### config.mk
export PLATFORM = sky130hd
export DESIGN_NAME = tcpfs_top
export DESIGN_NICKNAME = d
export VERILOG_FILES = /design/src/include/tcpfs_pkg.sv /design/src/logic/tcpfs_top.sv
export SDC_FILE = /design/constraint.sdc
export NUM_CORES = 1
export LEC_CHECK = 0
export BUFFER_PORTS_ARGS = -buffer_cell sky130_fd_sc_hd__buf_4
export CELL_PAD_IN_SITES_DETAIL_PLACEMENT = 0
export CELL_PAD_IN_SITES_GLOBAL_PLACEMENT = 1
export CORE_ASPECT_RATIO = 0.9
export CORE_MARGIN = 1
export CORE_UTILIZATION = 24
export DETAILED_ROUTE_END_ITERATION = 8
export GPL_TIMING_DRIVEN = 0
export PLACE_DENSITY_LB_ADDON = 0.1
export SLEW_MARGIN = 20
export SYNTH_ARGS = -nofsm -noshare
export SYNTH_HDL_FRONTEND = slang
export SYNTH_SLANG_ARGS = --single-unit
### constraint.sdc
create_clock -name clk -period 1.8 [get_ports clk]
set_input_delay 0.36 -clock clk [delete_from_list [all_inputs] [get_ports clk]]
set_output_delay 0.36 -clock clk [all_outputs]
set_load 0.01 [all_outputs]
### src/include/tcpfs_pkg.sv
// Constants, types and carriers for the test clock pin function select block
package tcpfs_pkg;

  // ****************************************************************
  // Pin function register layout
  // ****************************************************************
  localparam int REG_W   = 8;  // Width of the pin function register
  localparam int SEL_MSB = 7;  // Select field upper bit
  localparam int SEL_LSB = 6;  // Select field lower bit
  localparam int SEL_W   = SEL_MSB - SEL_LSB + 1;

  // ****************************************************************
  // Pin functions carried by the select field
  // ****************************************************************
  typedef enum logic [1:0] {
    FN_TEST_CLOCK    = 2'h0,  // Boundary-scan test clock
    FN_TIMER_CAPTURE = 2'h1,  // Timer capture input
    FN_SYNC          = 2'h2,  // Synchronisation signal
    FN_PWM0          = 2'h3   // PWM channel zero
  } tcpfs_fn_e;

  // Reset value of the select field keeps debug access closed
  localparam tcpfs_fn_e SEL_RESET = FN_SYNC;

  // Bits of the pin function register outside the field read as zero
  localparam logic [REG_W-1:0] REG_RESERVED_VALUE = 8'h00;

  // Synchroniser depth plus output register, in clock cycles
  localparam int PIN_LATENCY = 3;

  // ****************************************************************
  // Write request carrier
  // ****************************************************************
  typedef struct packed {
    logic             valid;  // One-cycle write strobe
    logic [REG_W-1:0] data;   // Full pin function register image
  } tcpfs_wr_s;

  // Pull the select field out of a register image
  function automatic tcpfs_fn_e tcpfs_field(input logic [REG_W-1:0] image);
    tcpfs_field = tcpfs_fn_e'(image[SEL_MSB:SEL_LSB]);
  endfunction : tcpfs_field

  // Place a select value into a register image
  function automatic logic [REG_W-1:0] tcpfs_image(input tcpfs_fn_e fn);
    logic [REG_W-1:0] image;
    image                  = REG_RESERVED_VALUE;
    image[SEL_MSB:SEL_LSB] = fn;
    tcpfs_image            = image;
  endfunction : tcpfs_image

endpackage : tcpfs_pkg

### src/logic/tcpfs_top.sv
// Function select for the shared boundary-scan test clock pin
`timescale 1ns/10ps

module tcpfs_top #(
  parameter bit BOOT_REOPENS_DEBUG = 1'b1  // Later variants reopen debug on bad checksum
) (
  input  wire logic                    clk,
  input  wire logic                    reset,
  input  wire tcpfs_pkg::tcpfs_wr_s    app_write,
  input  wire tcpfs_pkg::tcpfs_wr_s    host_write,
  input  wire logic                    boot_checksum_bad,
  input  wire logic                    pwm0_drive,
  input  wire logic                    pin_in,
  output logic [tcpfs_pkg::REG_W-1:0]  pin_function_register,
  output logic                         debug_access_enable,
  output logic                         debug_test_clock,
  output logic                         timer_capture_input,
  output logic                         sync_input,
  output logic                         pin_out,
  output logic                         pin_oe
);
  import tcpfs_pkg::*;

  // ****************************************************************
  // Declarations
  // ****************************************************************
  tcpfs_fn_e sel;
  tcpfs_fn_e next_sel;
  logic      pin_s1;
  logic      pin_s2;
  logic      boot_clear;
  tcpfs_fn_e host_fn;
  tcpfs_fn_e app_fn;
  logic      route_test_clock;
  logic      route_capture;
  logic      route_sync;
  logic      route_pwm0;

  // ****************************************************************
  // Select field update
  // ****************************************************************

  // Write sources decoded; the host wins, then the boot loader, then the application.
  // Writes resolve in one cycle and none is held over, so firmware must repeat an
  // application write that lost to the host or the boot loader in the same cycle.
  assign host_fn    = tcpfs_field(host_write.data);
  assign app_fn     = tcpfs_field(app_write.data);
  assign boot_clear = BOOT_REOPENS_DEBUG && boot_checksum_bad;
  assign next_sel   = host_write.valid ? host_fn :
                      boot_clear       ? FN_TEST_CLOCK :
                      app_write.valid  ? app_fn :
                      sel;

  // Select field register, sync function after reset
  always_ff @(posedge clk) begin
    if (reset) begin
      sel <= SEL_RESET;
    end else begin
      sel <= next_sel;
    end
  end

  // ****************************************************************
  // Pin input synchroniser
  // ****************************************************************

  // Two flops before any logic looks at the pin
  always_ff @(posedge clk) begin
    if (reset) begin
      pin_s1 <= 1'b0;
      pin_s2 <= 1'b0;
    end else begin
      pin_s1 <= pin_in;
      pin_s2 <= pin_s1;
    end
  end

  // ****************************************************************
  // Function routing
  // ****************************************************************

  // Decode of the coming select value so outputs line up with the field
  assign route_test_clock = (next_sel == FN_TEST_CLOCK);
  assign route_capture    = (next_sel == FN_TIMER_CAPTURE);
  assign route_sync       = (next_sel == FN_SYNC);
  assign route_pwm0       = (next_sel == FN_PWM0);

  // Registered outputs; unselected functions see a quiet low level
  always_ff @(posedge clk) begin
    if (reset) begin
      pin_function_register <= tcpfs_image(SEL_RESET);
      debug_access_enable   <= 1'b0;
      debug_test_clock      <= 1'b0;
      timer_capture_input   <= 1'b0;
      sync_input            <= 1'b0;
      pin_out               <= 1'b0;
      pin_oe                <= 1'b0;
    end else begin
      pin_function_register <= tcpfs_image(next_sel);
      debug_access_enable   <= route_test_clock;
      debug_test_clock      <= route_test_clock & pin_s2;
      timer_capture_input   <= route_capture & pin_s2;
      sync_input            <= route_sync & pin_s2;
      pin_out               <= route_pwm0 & pwm0_drive;  // Only PWM drives the pin
      pin_oe                <= route_pwm0;
    end
  end

  // ****************************************************************
  // Checks
  // ****************************************************************

  // Cycles since reset release, saturating, so pin history is trusted;
  // the synchroniser restarts from low after reset, so early cycles are skipped
  logic [1:0] settle_cnt;
  always_ff @(posedge clk) begin
    if (reset) begin
      settle_cnt <= 2'h0;
    end else if (settle_cnt != 2'h3) begin
      settle_cnt <= settle_cnt + 2'h1;
    end
  end
endmodule : tcpfs_top

## After elaboration in Yosys (flattened, before gate mapping)

Cells that the tools add are included.

- Eq/ne operators: 3
- Bitwise gates (word level): 4
- Muxes and demuxes: 3
- Reduce and logical (&&, ||, !) cells: 1

Operators with widths:

| cell | number |
|---|---|
| $mux W2 | 3 |
| $and A1 B1 Y1 | 4 |
| $eq A2 B2 Y1 const B | 2 |
| $eq A2 B1 Y1 const B | 1 |
| $logic_not A2 Y1 | 1 |

- Bits of input ports: 23
- Logic and storage cells: 21
- Output and inout bits: 14
- Flip-flop bits (word level): 16

## Depth between registers and ports, before layout

Gate-level depths: netlist of the first run.

- Depth after elaboration: 5
- Mapped depth: 3
- Gate-level depth less buffers: 3

## Worst setup path after synthesis of the first run

No wires, ideal clock.

- Path type: input to register
- From: in app_write[8] in the netlist's numbering
- To: reg pin_out
- Setup time: 0.132 ns
- Slack: 0.697 ns
- Cell stages on the path: 3
- Required time: 1.668 ns
- Path buffers: 0
- Data arrival time: 0.971 ns
- Cells stage by stage: mux2_4 > a22oi_1 > nor4b_1

- Longest elaborated chain between the ends: 5

Ends and longest elaborated chain:

| what | line | RTL |
|---|---|---|
| from (decl) | tcpfs_top.sv:9 | `input wire tcpfs_pkg::tcpfs_wr_s app_write,` |
| $mux W2 | tcpfs_top.sv:51 | `app_write.valid ? app_fn :` |
| $mux W2 | tcpfs_top.sv:50 | `boot_clear ? FN_TEST_CLOCK :` |
| $mux W2 | tcpfs_top.sv:49 | `assign next_sel = host_write.valid ? host_fn :` |
| $eq A2 B2 Y1 | tcpfs_top.sv:86 | `assign route_pwm0 = (next_sel == FN_PWM0);` |
| $and A1 B1 Y1 | tcpfs_top.sv:104 | `pin_out <= route_pwm0 & pwm0_drive;` |
| to (signal assigned) | tcpfs_top.sv:104 |  |
| to (decl) | tcpfs_top.sv:19 | `output logic pin_out,` |

No other way between the ends.
A chain may end at the register's enable or synchronous reset.

==> results.md, run 1 <==
* # Max-Cap Violations at 0
* # clock sinks at 10
* Initial drt markers at 11
* Site Rows at 13
* CP cell instances: mux2_4 -> a22oi_1 -> nor3_1
* Fmax achieved at roughly 870 MHz
* Vias in the first global route at between 200 and 250
* Yosys Warn Count at 0
* Post-Synthesis Cells at 35
* Layout net count at 86
* Skew-Pair Late Insertion Delay at between 200 and 300 ps
* IO Pins at 37
* Multiplexer share of the synthesized area at about 7.9%
* IO Port Bufs at 18
* Setup violations, final at 0
* Residual DRC at 0
* Post-synthesis compound-gate area fraction at under 10%
* Storage cell area at 200 µm²
* Synth Area in Simple Gates at between 10% and 20%
* Pleak at ~0.29 nW
* Grt ovf at 0
* Final worst path period share at between 60% and 70%
* Worst path max stage delay at 320 ps
* Switch Pwr at roughly 110 µW
* Max Fanout on Critical Path at 4
* Die area at between 0.0015 and 0.002 mm²
* Antenna violations before repair at 0
* Core area at about 0.0015 mm²
* # Post-CTS Setup Buffers at 0
* Setup Skew at roughly 7.4 ps
* P_int at a little under 400 µW
* Global-route wire length before repair at around 1000 µm
* Share of power burned in registers at between 40% and 50%
* GP Congestion at ~0.7
* HPWL after detailed placement at 529 µm
* #FFs+latches synth at 10
* Sequential fraction of the synthesis area at about 52%
* Min-Delay Path Class: primary input to register
* Layout cells sized above 1 at 51.6%
* Post-CTS Hold Fix Bufs at 0
* Initial core utilization at roughly a quarter
* First-pass iteration count of the detailed router at 6
* Maximum clock insertion buffer count at 2
* CP Capture Type: register
* Final Slew Violations at 0
* Status: finished clean
* Largest net degree at the start of global routing at 9
* Clk slew on worst S/H paths at about 70 ps
* Final hold violations at 0
* Synthesized area at ~380 µm²
* Hold slack at slightly above 300 ps
* RSZ-0062 raised after global routing: false
* # fillers at 157
* WP data arrival at approximately 1300 ps
* ANT cells at 0
* WS Path Type: register to register
* CP Launch Type: register
* Clock network power share at 38.6%
* PD cells at approximately 850 mW/mm²
* Combinational share of power at 15.3%
* Wire per inst at 8.77 µm
* Xor and xnor area share after synthesis at 0%
* Vias at between 300 and 400
* Area share of fa/ha/maj cells after synthesis at 0%
* Layout Utilization at 40.3%
* Setup TNS at 0 ps
* Root buf cell: clkbuf_4
* Cts bufs inserted at 3
* Height of the die at roughly 40 µm
* Avg Inst Size Synth at 10.9 µm²
* Req. time, crit path at approximately 1900 ps
* GRT Overall Usage at under 10%
* Worst vdd ir at roughly 0.42 mV
* Min Tclk post-route at roughly 1100 ps
* Area occupied by multi-input gates at between 150 and 200 µm²
* Net Sw Frac at 21.2%
* Synth unique cells at 13
* Total Wirelength at 675 µm
* TritonCTS clock tree: yes
* Slowest cell on crit path: a22oi_1
* Main combinational cell family by area after synthesis: simple AND/OR/NAND/NOR gates
* DRT antenna net count at 0
* Chip width at roughly 44 µm
* CTS H-tree lvls at 1
* CTS resizes at 0
* Area Overhead vs Synth at 54.8%
* Vias per inst at just over 4
==> cell usage in the layout, fill, tap and decap left out <==
master / n
conb_1: 6
buf_4: 24
a22o_2: 1
dfxtp_1: 10
nor3_1: 5
a22o_1: 1
clkbuf_8: 1
nor2_1: 2
a22oi_1: 2
nor4b_1: 1
nor2b_1: 2
clkbuf_4: 3
or2b_2: 1
mux2_4: 2
nand2b_1: 1
==> final cells by class <==
cell class,instances,area share (%)
plain buffers,6,7.63
flip-flops and latches,10,33.9
well taps,15,3.18
multi-input cells,24,26.3
repair buffers,18,22.9
clock buffers,4,6.14
==> state kept, by name (all words and copies together), names as in the netlist <==
name                   flops
pin_s1                     1
sync_input                 1
pin_oe                     1
timer_capture_input        1
pin_function_register      2
pin_out                    1
debug_access_enable        1
debug_test_clock           1
pin_s2                     1
==> layer usage <==
layer	wire length, µm	share of wire, %	global-route usage, %	vias up
met2	269	40	12.1	20
li1	-	-	-	164
met4	0	0	2.27	0
met3	88	13	8.29	0
met5	0	0	0	-
met1	318	47	9.54	128
==> metrics by stage <==
step                setup WS [ps]  cell area, µm²  total power [mW]  cells
finish                        657             591             0.504     77
detailed placement            458             554             0.314     73
CTS                           644             591             0.510     77
global route                  580             591             0.527     77
floorplan                     697             400             0.280     40
global placement              449             554             0.315     73
==> cells in the mapped netlist (all sizes together) <==
cell / count / area share [%]
dfxtp: 10 / 52
buf: 6 / 12
nor3: 5 / 6.6
a22o: 2 / 4.9
a22oi: 2 / 3.9
mux2: 2 / 7.9
nor2: 2 / 2.0
nor2b: 2 / 3.3
conb: 1 / 0.98
nand2b: 1 / 1.6
nor4b: 1 / 2.3
or2b: 1 / 2.3
==> worst max-delay path: cells and delay by family, from the launching register on <==
family | cells | cell delay, ps
AOI/OAI and AO/OA | 1 | 320
and+or+nand+nor | 1 | 100
muxes | 1 | 270
DFF | 1 | 310
==> logic make-up (layout without fill, tap and decap cells) <==
group,Yosys count,after routing
simple gates,12,12
flops,10,10
buf+inv,6,28
compound gates,4,4
mux,2,2
other cells,1,6
==> path summary, 6_finish.rpt <==
| path | endpoint | slack [ps] | cells after the start | start |
|---|---|---|---|---|
| setup / recovery | timer_capture_input$_SDFF_PP0_ | 660 | 3 | pin_function_register[6]$_SDFF_PP0_ |
| hold / removal | pin_s1$_SDFF_PP0_ | 310 | 2 | pin_in |
| setup reg to reg | timer_capture_input$_SDFF_PP0_ | 660 | 3 | pin_function_register[6]$_SDFF_PP0_ |
| hold reg to reg | pin_s2$_SDFF_PP0_ | 440 | 1 | pin_s1$_SDFF_PP0_ |
==> power by group through the flow <==
stage               sequential, mW  clock [mW]  combinational, mW
finish                       0.233       0.195             0.0771
global route                 0.233       0.210             0.0841
detailed placement           0.238           0             0.0768
CTS                          0.233       0.200             0.0773
global placement             0.238           0             0.0769
floorplan                    0.241           0             0.0388
Note: power is estimated with default switching activity, not from simulation.
==> run 2, diff against run 1 <==
ABC_AREA = 1   (was unset)
CORE_UTILIZATION = 21   (was 24)
clock period = 1.16 ns   (was 1.8 ns; I/O delays follow)
==> run 2 against run 1 <==
  * Flip-flop and latch count stayed put
  * Synthesized cell count is 46% higher
  * Critical endpoint is now pin_function_register[6]
  * Cell count is 31% higher
  * Sequential power up 55%
  * Critical path depth decreased by 2
  * Critical path type is now register to output port
  * Highest routed layer unchanged
  * Global-route usage shrank 0.63 points
  * Non-clock buffer count unchanged
==> results.md, run 2 <==
* Worst vdd ir at 0.750 mV (+79%)
* Root buf cell: clkbuf_4
* Synth unique cells at 12 (-1)
* GR Util met2 at 12.2% (+0.030 points)
* Status: finished clean
* Global-route wire length before repair at 1140 µm (+15%)
* Cts bufs inserted at 3 (unchanged)
* Layout Utilization at 35.2% (-5.1 points)
* CP bufs+invs at 1 (+1)
* Critical path origin: pin_function_register[6]$_SDFF_PP0_
* Reg with most FFs: pin_function_register
* #FFs+latches synth at 10 (unchanged)
* Xor and xnor area share after synthesis at 0% (unchanged)
* Final worst path period share at roughly four fifths
* Grt ovf at 0 (unchanged)
* Initial drt markers at 6 (-5)
* Vias in the first global route at 303 (+24%)
* Largest net degree at the start of global routing at 6 (-3)
* Fin cells at 101 (+31%)
* GR peak layer: met2
* Min-Delay Path Class: primary input to register
* TritonCTS clock tree: yes
* Vias at 335 (+7.4%)
* Post-CTS Hold Fix Bufs at 0 (unchanged)
* Pleak at 0.339 nW (+16%)
* Worst r2r src: pin_function_register[7]$_SDFF_PP1_
* # Post-CTS Setup Buffers at 0 (unchanged)
* # clock sinks at 10 (unchanged)
* M3 GR Usage at 6.38% (-1.9 points)
* Max Fanout on Critical Path at 2 (-2)
* HPWL after detailed placement at 574 µm (+8.5%)
* Top_reg_cell synth: dfxtp_1
* Ys async rst share at 0% (unchanged)
* Met1 Resource Use GR at 9.04% (-0.49 points)
* Post-Synthesis Cells at 51 (+46%)
* Layout net count at 102 (+19%)
* WP data arrival at 710 ps (-560 ps)
* Main combinational cell family by area after synthesis: simple AND/OR/NAND/NOR gates
* Sequential fraction of the synthesis area at 50.3% (-2.1 points)
* Cell class contributing the biggest share of worst-path delay: flip-flops
* Yosys Warn Count at 0 (unchanged)
* Layout cells sized above 1 at 42.9% (-8.8 points)
* Inst Count DP at 98 (+34%)
* Total Wirelength at 689 µm (+2.1%)
* Avg Inst Size Synth at 7.80 µm² (-28%)
* GP Congestion at 0.685 (-0.16%)
* Final Slew Violations at 0 (unchanged)
* RSZ-0062 raised after global routing: false
* CP cell instances: buf_4
* Max FFs per register at 2 (unchanged)
* DRT antenna net count at 0 (unchanged)
* Chip width at 47.9 µm (+8.7%)
* Most area-consuming cells after synthesis: dfxtp_1 50%, buf_4 11%, inv_1 8.5%
* CP Launch Type: register
* Min Tclk post-route at between 900 and 1000 ps
* Setup TNS at 0 ps (unchanged)
* Worst path max stage delay at 330 ps (about the same)
* Vias per inst at 3.32 (-18%)
* Wire per inst at 6.82 µm (-22%)
* Core area at 0.00172 mm² (+17%)
* CTS resizes at 0 (unchanged)
* CTS H-tree lvls at 1 (unchanged)
* Setup violations, final at 0 (unchanged)
* Residual DRC at 0 (unchanged)
* Req. time, crit path at 930 ps (-1000 ps)
* CP Capture Type: output port
* Post-synth EDFFs at 0 (unchanged)
* Worst hold path startpoint: reset
* Synthesized area at 398 µm² (+4.3%)
* # Max-Cap Violations at 0 (unchanged)
* Commonest non-fill, non-tap cell in the layout: buf_4
* Synth cell count leaders: 10 x dfxtp_1, 9 x inv_1, 8 x nand2_1, 8 x nor2_1, 6 x buf_4
* First-pass iteration count of the detailed router at 4 (-2)
* Yosys top cell area share at 50.3% (-2.1 points)
* Slowest cell on crit path: dfxtp_1
* Post-synthesis compound-gate area fraction at 0% (-8.9 points)
* Clk slew on worst S/H paths at 60 ps (about the same)
* Most frequent cells in the layout: 24 x buf_4, 10 x dfxtp_1, 9 x inv_1
* Maximum clock insertion buffer count at 2 (unchanged)
* IO Port Bufs at 18 (unchanged)
* Setup Skew at 4.37 ps (-3.07 ps)
* Antenna violations before repair at 0 (unchanged)
* Synth Area in Simple Gates at 28.0% (+10 points)
* Most common cell in the netlist: dfxtp_1
* Die area at 0.00207 mm² (+18%)
* ANT cells at 0 (unchanged)
* Height of the die at 43.3 µm (+8.7%)
* PD cells at 1150 mW/mm² (+35%)
* Initial core utilization at 23.2% (-2.9 points)
* GRT Overall Usage at 8.15% (-0.63 points)
* Area Overhead vs Synth at 51.9%
* Skew-Pair Late Insertion Delay at 250 ps (about the same)
* Site Rows at 14 (+1)
* Area share of fa/ha/maj cells after synthesis at 0% (unchanged)
* Fmax achieved at around 1100 MHz
* IO Pins at 37 (unchanged)
* Final hold violations at 0 (unchanged)
* Post-synth top area cell: dfxtp_1
* WS Path Type: register to output port
* Multiplexer share of the synthesized area at 0% (-7.9 points)
==> run 2: cell types whose count changed after synthesis, sizes merged, moves of 2 or more <==
cell | before | now
a22o | 2 | 0
nor2b | 2 | 0
inv | 0 | 10
mux2 | 2 | 0
a22oi | 2 | 0
nor2 | 2 | 9
nor3 | 5 | 0
nand2 | 0 | 11
nand3 | 0 | 3
==> run 2: power breakdown <==
part	internal, mW	leakage [nW]	switching [mW]
Combinational	0.0605	0.243	0.0545
Sequential	0.358	0.0820	0.00485
Clock	0.119	0.0138	0.100
Total	0.537	0.339	0.159
==> run 2: path summary, 6_finish.rpt <==
path | end | slack [ps] | cells past startpoint
min | pin_s2$_SDFF_PP0_ | 150 | 2
max reg2reg | timer_capture_input$_SDFF_PP0_ | 320 | 7
max | pin_function_register[6] | 220 | 1
min reg2reg | pin_s2$_SDFF_PP0_ | 400 | 2
==> run 2: through the flow <==
stage	area, µm²	worst slack [ps]	power [mW]	hold WS [ps]
5_1_grt	604	178	0.747	143
4_1_cts	604	202	0.712	144
6_report	604	221	0.696	152
2_1_floorplan	417	322	0.434	303
3_5_place_dp	582	194	0.486	395
3_3_place_gp	582	179	0.486	392
==> run 2: cell families after synthesis <==
group | Yosys count
flip-flops | 10
buffers and inverters | 16
AND/OR/NAND/NOR | 24
other | 1
==> run 2: worst register-to-register path: cells and delay by family (launching register included) <==
family,cells,cell delay (ps)
simple gates,5,310
flops,1,330
buf+inv,2,90
==> run 2: area by class of cell <==
type,count,area [µm²]
Fill cell,209,1110
Buffer,6,45.0
Sequential cell,10,200
Inverter,10,37.5
Multi-Input combinational cell,30,134
Tap cell,24,30.0
Timing Repair Buffer,18,135
Clock buffer,3,22.5
==> run 2: per-layer routing <==
| layer | share of wire, % | vias up |
|---|---|---|
| li1 | - | 188 |
| met1 | 44 | 133 |
| met2 | 47 | 14 |
| met3 | 8.4 | 0 |
| met4 | 0 | 0 |
| met5 | 0 | - |
